--- src/hw/bsr_pkg.sv ---
/*
  Constants, field layouts and carriers for the status readback bank.
  Assumes a single fabric clock; build identity values are fixed here.
*/
package bsr_pkg;
  localparam int CHANNELS = 4;
  localparam int NUM_XCVR = 2 * CHANNELS;
  localparam int XIW = 3;
  // Host command field values
  localparam logic [1:0] OP_READ = 2'h1;
  localparam logic [1:0] OP_WRITE = 2'h3;
  // Status word addresses
  localparam logic [3:0] ADDR_CFG_LINK = 4'h0;
  localparam logic [3:0] ADDR_RX_WORDS = 4'h1;
  localparam logic [3:0] ADDR_BIT_ERRS = 4'h2;
  localparam logic [3:0] ADDR_IDENT = 4'h3;
  localparam logic [3:0] ADDR_DATE = 4'h4;
  localparam logic [3:0] ADDR_PORT_LOC = 4'h5;
  localparam logic [3:0] ADDR_SELECT = 4'h0;
  // Selection fields inside the control vector of address 0
  localparam int CTRL_CHAN_LSB = 0;
  localparam int CTRL_XCVR_BIT = 4;
  // Bit positions in status word 0
  localparam int POS_ENABLE = 11;
  localparam int POS_CHAN_LSB = 12;
  localparam int POS_ALIGNED = 25;
  localparam int POS_LINK = 26;
  localparam int POS_TX_LOCK = 27;
  localparam int POS_RX_LOCK = 28;
  localparam int POS_TX_CLK = 29;
  localparam int POS_RX_CLK_B = 30;
  localparam int POS_RX_CLK_A = 31;
  // Build constants
  localparam logic [7:0] WORD_WIDTH = 8'h14;
  localparam logic [3:0] CHANNEL_TOTAL = 4'h4;
  // Arbitrary neutral device type code
  localparam logic [7:0] DEVICE_TYPE = 8'h2A;
  localparam logic [7:0] VERSION_MAJOR = 8'h01;
  localparam logic [7:0] VERSION_MINOR = 8'h00;
  localparam logic [7:0] CALIBRATION_VERSION = 8'h01;
  localparam logic [7:0] BUILD_MONTH = 8'h01;
  localparam logic [7:0] BUILD_DAY = 8'h01;
  localparam logic [15:0] BUILD_YEAR = 16'h07D0;
  // Placement per transceiver, index {channel, second}
  localparam logic [NUM_XCVR*8-1:0] XCVR_LOC = 64'h0807060504030201;
  localparam logic [31:0] CNT_MAX = 32'hFFFFFFFF;

  typedef struct packed {
    logic [1:0] op;
    logic [3:0] addr;
    logic [25:0] ctrl;
  } bsr_host_cmd_t;

  typedef struct packed {
    logic aligned;
    logic link_up;
    logic tx_attach_lock;
    logic rx_attach_lock;
    logic rx_word_valid;
    logic [5:0] err_bits;
    logic [15:0] cfg_rdata;
  } bsr_xcvr_t;
endpackage

--- src/hw/bsr_status_bank.sv ---
/*
  Status readback bank: six read-only words over a parallel host port,
  plus received-word and bit-error counters per transceiver.
  Assumes host command inputs are synchronous to mclk and held for at
  least two cycles; transceiver flags are already in the mclk domain.
*/
// Behaviour
// - word 0 [7:0] gives data width, built as 20.
// - word 0 bit 11 mirrors the host interface enable level.
// - debug control interface enabled only while host interface disabled.
// - word 0 [15:12] gives number of channels built.
// - word 0 bit 25 set when selected transceiver is aligned.
// - word 0 bit 26 set when selected link is up.
// - word 0 bit 27 shows transmit attachment lock.
// - word 0 bit 28 shows receive attachment lock.
// - word 0 bit 29 shows transmit user clock stable.
// - bits 30 and 31 show receive clocks, second and first transceiver.
// - word 1 counts received words on selected transceiver.
// - counters restart at zero after system or counter reset.
// - both 32-bit counters wrap modulo 2^32 past maximum; word count wraps to zero.
// - word 2 counts bit errors on selected transceiver.
// - word 3 [7:0] gives target device type code.
// - word 3 gives version digits and calibration version.
// - word 4 gives build month, day and year.
// - word 5 [15:0] gives config port read data.
// - word 5 gives placement of second then first transceiver.
// - read code plus address; word appears two cycles later, holds.
// - selection follows latest host write to control address 0 made while host interface enabled.
`timescale 1ns/1ps
`default_nettype none
module bsr_status_bank (
  input wire logic mclk,
  input wire logic reset,
  input wire bsr_pkg::bsr_host_cmd_t host_cmd,
  input wire logic host_if_enable,
  input wire logic debug_if_request,
  input wire logic counter_clear,
  input wire bsr_pkg::bsr_xcvr_t xcvr_in [bsr_pkg::NUM_XCVR],
  input wire logic [bsr_pkg::CHANNELS-1:0] tx_user_clock_ok,
  input wire logic [bsr_pkg::NUM_XCVR-1:0] rx_user_clock_ok,
  output logic [31:0] status_out_r,
  output logic debug_enable_r
);
  import bsr_pkg::*;

  bsr_host_cmd_t cmd_r;
  logic [3:0] channel_select_r;
  logic transceiver_select_r;
  logic [31:0] rx_cnt_r [NUM_XCVR];
  logic [31:0] err_cnt_r [NUM_XCVR];
  logic [31:0] status_nxt;

  function automatic logic [31:0] bump(input logic [31:0] cur,
                                       input logic [31:0] inc);
    // Plain 32-bit sum: overflow drops the carry, so it wraps
    bump = cur + inc;
  endfunction

  function automatic logic is_cmd(input bsr_host_cmd_t c,
                                  input logic [1:0] op,
                                  input logic [3:0] addr);
    is_cmd = (c.op == op) && (c.addr == addr);
  endfunction

  // Selection decode
  wire sel_ok = channel_select_r < CHANNEL_TOTAL;
  wire [XIW-1:0] sel_idx = sel_ok ?
    {channel_select_r[XIW-2:0], transceiver_select_r} : '0;
  wire [XIW-2:0] sel_chan = sel_idx[XIW-1:1];
  wire [XIW-1:0] sel_first = {sel_chan, 1'b0};
  wire [XIW-1:0] sel_second = {sel_chan, 1'b1};
  wire bsr_xcvr_t sel_x = xcvr_in[sel_idx];

  // Commands are only honoured while the host interface is enabled
  wire cmd_live = host_if_enable;
  wire is_read = cmd_live && (cmd_r.op == OP_READ);
  wire sel_write = cmd_live && is_cmd(cmd_r, OP_WRITE, ADDR_SELECT);

  // Status word assembly
  wire [31:0] word_cfg_link = {
    sel_ok & rx_user_clock_ok[sel_first],
    sel_ok & rx_user_clock_ok[sel_second],
    sel_ok & tx_user_clock_ok[sel_chan],
    sel_ok & sel_x.rx_attach_lock,
    sel_ok & sel_x.tx_attach_lock,
    sel_ok & sel_x.link_up,
    sel_ok & sel_x.aligned,
    9'h000,
    CHANNEL_TOTAL,
    host_if_enable,
    3'h0,
    WORD_WIDTH
  };
  wire [31:0] word_rx = sel_ok ? rx_cnt_r[sel_idx] : 32'h0;
  wire [31:0] word_err = sel_ok ? err_cnt_r[sel_idx] : 32'h0;
  wire [31:0] word_ident = {CALIBRATION_VERSION, VERSION_MINOR,
                            VERSION_MAJOR, DEVICE_TYPE};
  wire [31:0] word_date = {BUILD_YEAR, BUILD_DAY, BUILD_MONTH};
  wire [31:0] word_port = {
    XCVR_LOC[sel_first*8 +: 8],
    XCVR_LOC[sel_second*8 +: 8],
    sel_ok ? sel_x.cfg_rdata : 16'h0000
  };

  // Unmapped addresses answer zero
  always_comb begin
    unique case (cmd_r.addr)
      ADDR_CFG_LINK: status_nxt = word_cfg_link;
      ADDR_RX_WORDS: status_nxt = word_rx;
      ADDR_BIT_ERRS: status_nxt = word_err;
      ADDR_IDENT: status_nxt = word_ident;
      ADDR_DATE: status_nxt = word_date;
      ADDR_PORT_LOC: status_nxt = word_port;
      default: status_nxt = 32'h0;
    endcase
  end

  // Stage one: sample the host bus
  always_ff @(posedge mclk or posedge reset) begin
    if (reset) begin
      cmd_r <= '0;
    end else begin
      cmd_r <= host_cmd;
    end
  end

  // Stage two: output word, held between reads
  always_ff @(posedge mclk or posedge reset) begin
    if (reset) begin
      status_out_r <= 32'h0;
    end else if (is_read) begin
      status_out_r <= status_nxt;
    end
  end

  always_ff @(posedge mclk or posedge reset) begin
    if (reset) begin
      channel_select_r <= 4'h0;
      transceiver_select_r <= 1'b0;
    end else if (sel_write) begin
      channel_select_r <= cmd_r.ctrl[CTRL_CHAN_LSB +: 4];
      transceiver_select_r <= cmd_r.ctrl[CTRL_XCVR_BIT];
    end
  end

  // Keeps the two control paths from fighting over the channel
  always_ff @(posedge mclk or posedge reset) begin
    if (reset) begin
      debug_enable_r <= 1'b0;
    end else begin
      debug_enable_r <= debug_if_request & ~host_if_enable;
    end
  end

  // Counters clear while counter_clear holds, count from its release
  always_ff @(posedge mclk or posedge reset) begin
    if (reset) begin
      for (int i = 0; i < NUM_XCVR; i++) begin
        rx_cnt_r[i] <= 32'h0;
        err_cnt_r[i] <= 32'h0;
      end
    end else begin
      for (int i = 0; i < NUM_XCVR; i++) begin
        if (counter_clear) begin
          rx_cnt_r[i] <= 32'h0;
          err_cnt_r[i] <= 32'h0;
        end else if (xcvr_in[i].rx_word_valid) begin
          rx_cnt_r[i] <= bump(rx_cnt_r[i], 32'h1);
          err_cnt_r[i] <= bump(err_cnt_r[i],
                               {26'h0, xcvr_in[i].err_bits});
        end
      end
    end
  end

  wire rd_cfg = is_read && (cmd_r.addr == ADDR_CFG_LINK);
  wire rd_err = is_read && (cmd_r.addr == ADDR_BIT_ERRS);
  wire rd_id = is_read && (cmd_r.addr == ADDR_IDENT);
  wire sel_wrap = sel_ok && !counter_clear &&
    xcvr_in[sel_idx].rx_word_valid && (rx_cnt_r[sel_idx] == CNT_MAX);
  wire rd_rx = is_read && (cmd_r.addr == ADDR_RX_WORDS);
  wire rd_date = is_read && (cmd_r.addr == ADDR_DATE);
  wire rd_port = is_read && (cmd_r.addr == ADDR_PORT_LOC);
  // Reads above the last status word
  wire rd_hole = is_read && (cmd_r.addr > ADDR_PORT_LOC);
  // Selected unit takes a word at this edge
  wire sel_count = sel_ok && !counter_clear && sel_x.rx_word_valid;
endmodule
`default_nettype wire

--- config.mk ---
export PLATFORM = sky130hd
export DESIGN_NAME = bsr_status_bank
export DESIGN_NICKNAME = d
export VERILOG_FILES = /design/src/hw/bsr_pkg.sv /design/src/hw/bsr_status_bank.sv
export SDC_FILE = /design/constraint.sdc
export NUM_CORES = 2
export LEC_CHECK = 0
export ABC_CLOCK_PERIOD_IN_PS = 16750
export BUFFER_PORTS_ARGS = -buffer_cell sky130_fd_sc_hd__buf_4
export CAP_MARGIN = 20
export CELL_PAD_IN_SITES_DETAIL_PLACEMENT = 1
export CELL_PAD_IN_SITES_GLOBAL_PLACEMENT = 1
export CORE_ASPECT_RATIO = 0.5
export CORE_UTILIZATION = 27
export DETAILED_ROUTE_END_ITERATION = 12
export HOLD_SLACK_MARGIN = 0.08
export PLACE_DENSITY_LB_ADDON = 0.1
export SKIP_CTS_REPAIR_TIMING = 1
export SLEW_MARGIN = 40
export SYNTH_ARGS = -nofsm -noshare
export SYNTH_HDL_FRONTEND = slang
export SYNTH_SLANG_ARGS = --single-unit
--- constraint.sdc ---
create_clock -name mclk -period 16.75 [get_ports mclk]
set_input_delay 1.675 -clock mclk [delete_from_list [all_inputs] [get_ports mclk]]
set_output_delay 1.675 -clock mclk [all_outputs]
set_load 0.02 [all_outputs]
==> results.md <==
Status:
- The flow ran to the end, and the final reports show no timing, DRC or antenna violations.

Detailed routing:
- In the final routed layout, each cell accounts on average for 26.62 µm.
- The number of design rule violations left after detail routing is 0.
- The via count of the routed design is 31330.
- The detail route stage leaves a number of antenna-violating nets equal to 0.
- The routed via count divided by cell count is 5.434.
- After the first detailed-routing iteration, the DRC count stood at 2477.
- The number of iterations in the first detailed-routing pass is 5.
- The overall routed net length is 153.5 mm.

Cells and area:
- The finished cells cover 0.04084 mm².
- For this run, the share of the core covered by cells in the final layout is 0.3222.
- Of the cells placed in the final design, the portion with a size suffix greater than 1 is 0.1490.
- The final layout contains 4354 nets.
- Fill cells in the final layout number 14540.
- The area overhead of the layout relative to synthesis is 17.56%.

Clock tree:
- In this run the clock root is driven by a sky130_fd_sc_hd__clkbuf_16.
- TritonCTS built the clock tree.
- After clock tree synthesis, the clock-pin slew on the worst setup and hold paths is 60 ps.
- The clock drives roughly 560 sinks.
- In this run the deepest clock path goes through 3 buffers.
- The H-tree depth is 3.
- The clock reaches the later pin of the worst-skew pair after 670 ps.
- Buffers inserted during clock tree synthesis total 66.

Floorplan:
- In this run the horizontal extent of the chip is 509.3 µm.
- The number of ports placed on the die boundary is 298.
- The initial utilization of the core area, before any placement, comes to 0.2741.
- The floorplan step defined a die boundary enclosing 0.1302 mm².
- The floorplan step set the die height to 255.6 µm.
- The core footprint is 0.1267 mm².
- The count of standard-cell rows is 92.

Synth:
- By area the synthesized netlist is led by sky130_fd_sc_hd__dfrtp_1, sky130_fd_sc_hd__nor2_1, sky130_fd_sc_hd__xor2_1.
- The register area share after synthesis is 0.4041.
- The most frequently used cell type in the post-synthesis netlist is sky130_fd_sc_hd__dfrtp_1.
- The synthesized design spends more area on one cell type than any other, namely sky130_fd_sc_hd__dfrtp_1.
- In the synthesized netlist the dominant register cell turns out to be sky130_fd_sc_hd__dfrtp_1.
- A synthesized cell averages 9.023 µm².
- Sorting the synthesized cells by how often they occur yields sky130_fd_sc_hd__dfrtp_1, sky130_fd_sc_hd__nor2_1, sky130_fd_sc_hd__nand2_1.
- Synthesis produced a netlist with a net count of about 4200.
- The synthesized flop and latch total is 561.
- The post-synthesis instance area is 0.03474 mm².
- The Yosys step of the flow raised 0 warnings.
- Counting flops with a built-in enable in the synthesized netlist gives 0.
- The cell count after synthesis is 3850.
- The distinct cell type count after synthesis is 86.
- Of the post-synthesis cell area, the dominant cell type holds 0.4041.
- Of all flip-flops after synthesis, the portion carrying an async set or reset was 1.000.

GRT:
- The first global-routing pass estimated 225.0 mm of wire.
- Global routing finished with a remaining overflow of 0.
- For this run, the total global-route usage over all layers was measured as 0.2338.
- Entering global routing, the biggest net connects 169 pins.
- The initial antenna violation count is 10.
- The via count of the first global-routing pass is 31540.

Place:
- The HPWL after detailed placement is around 110 mm.
- The congestion estimate from routability-driven global placement came to 0.8593.
- Input and output buffers added on the ports amount to 276.
- Before CTS, the worst setup slack after placement is 12030 ps.
- The cell area after placement is about 0.039 mm².

Worst setup path:
- The worst setup path is launched from a flop.
- For this run, the slowest stage of the critical path takes between 800 and 900 ps.
- Traced cell by cell, the critical path runs through clkinv_2 > buf_4 > a221oi_1 > a311oi_1 > o21ai_1 > o2111ai_1.
- Among all stages on the critical path, the largest delay is contributed by sky130_fd_sc_hd__dfrtp_4.
- The worst setup path is of the reg -> reg kind.
- The largest fanout on the critical path is 55.
- The required time reported for the critical path endpoint is between 15000 and 20000 ps.
- The arrival time of the worst setup path is 4550 ps.
- For the worst flop-to-flop path, the logic depth is 6.
- The worst setup path is captured at a flop.

Timing:
- The post-route fraction of the period consumed by the critical path is 0.2418.
- In the final timing run, aggregate negative setup slack is 0 ps.
- The count of final max-slew check failures is 0.
- Setup repair after global routing left no endpoint under its margin.
- The final hold violation count came to 0.
- The setup violation total in the final timing report is 0.
- At the pin with the least slew margin, the transition time is 918.3 ps.
- Based on the critical path, the design can be clocked at up to 246.9 MHz.
- Across all setup checks in the final design, the least slack found is 12700 ps.
- The relative max-transition margin is 0.3703.
- For the final database, setup skew stands at 26.61 ps.
- The shortest clock period the worst path allows after layout is 4050 ps.

Min path:
- The cell depth of the worst min-delay path is 2.
- The path class of the tightest hold or removal check is reg -> reg.

Flow run:
- Max-cap violations in this run came to 0.

Power and ir drop:
- Summed over all cells, the static leakage comes to ~0.016 µW.
- The final total power is ~3800 µW.
- The worst ir drop on vdd is 0.06689 mV.
- The power density over the cells is 93.25 mW/mm².
cell type report:
cell class                      instances  area, µm²  area share
Clock inverter                         20      224.0    0.005484
Multi-Input combinational cell       2960      19470      0.4767
Tap cell                             1692       2117     0.05184
Inverter                               93      354.1    0.008671
Clock buffer                           97       1878     0.04599
Timing Repair Buffer                  342       2750     0.06734
Sequential cell                       561      14050      0.3439
Antenna cell                            1      2.502  0.00006128
metal layers:
layer  track usage  share of wire
met1        0.3721           0.52
met2        0.3324           0.42
met3       0.03119          0.043
met4       0.03896          0.014
met5             0        0.00015
state kept, by name, indices dropped and copies added (netlist names):
name                  cells
debug_enable_r            1
status_out_r             32
rx_cnt_r                256
transceiver_select_r      1
cmd_r                    11
err_cnt_r               256
channel_select_r          4
per-stage QoR:
step	instances	hold WS [ps]
final	5766	461.1
after global routing	5765	471.9
after CTS	5764	462.5
after detailed placement	5647	443.8
after global placement	5639	434.9
after floorplan	3850	425.7
worst paths after layout:
kind / startpoint / to / slack (ps)
min reg2reg: cmd_r[1] / channel_select_r[1] / 460
max reg2reg: transceiver_select_r / status_out_r[23] / 12700
max: transceiver_select_r / status_out_r[23] / 12700
max in group asynchronous: reset / rx_cnt_r[81] / 12890
min in group asynchronous: reset / rx_cnt_r[16] / 1050
min: cmd_r[1] / channel_select_r[1] / 460
power breakdown:
group	internal, µW	switching, µW
clock network	830	668
logic	281	587
registers	1390	56.0
critical path: cells and delay by family, from the launching register on:
kind,cells,cell delay [ps]
compound gates,4,1620
buf+inv,2,1300
flops,1,860
cells in the final DEF, fill, tap and decap left out, types with 33 or more instances in the layout:
cell type / count
sky130_fd_sc_hd__dfrtp_1: 559
sky130_fd_sc_hd__nor2_1: 488
sky130_fd_sc_hd__nand2_1: 338
sky130_fd_sc_hd__buf_4: 324
sky130_fd_sc_hd__a21oi_1: 220
sky130_fd_sc_hd__nand3_1: 175
sky130_fd_sc_hd__xor2_1: 166
sky130_fd_sc_hd__xnor2_1: 165
sky130_fd_sc_hd__o21ai_0: 162
sky130_fd_sc_hd__nand4_1: 106
sky130_fd_sc_hd__inv_1: 89
sky130_fd_sc_hd__or3_1: 88
sky130_fd_sc_hd__mux2i_1: 74
sky130_fd_sc_hd__nor3_1: 71
sky130_fd_sc_hd__and3_1: 70
sky130_fd_sc_hd__clkbuf_16: 66
sky130_fd_sc_hd__ha_1: 57
sky130_fd_sc_hd__a211oi_1: 55
sky130_fd_sc_hd__nor2b_1: 52
sky130_fd_sc_hd__mux4_2: 50
sky130_fd_sc_hd__mux2_2: 48
sky130_fd_sc_hd__and4_1: 38
sky130_fd_sc_hd__nor4_1: 37
sky130_fd_sc_hd__a31oi_1: 35
sky130_fd_sc_hd__a221oi_1: 33
logic make-up (layout without fill, tap and decap cells):
family / after synthesis / in the layout / share of synthesized area
adder cells (fa/ha/maj): 65 / 65 / 0.02514
XOR/XNOR: 331 / 331 / 0.08345
buffers and inverters: 329 / 552 / 0.03904
flip-flops: 561 / 561 / 0.4041
AO/OA/AOI/OAI: 773 / 773 / 0.1439
AND/OR/NAND/NOR: 1614 / 1614 / 0.2322
multiplexers: 177 / 177 / 0.07214
other: 0 / 1 / 0
(Power assumes the default switching activity.)
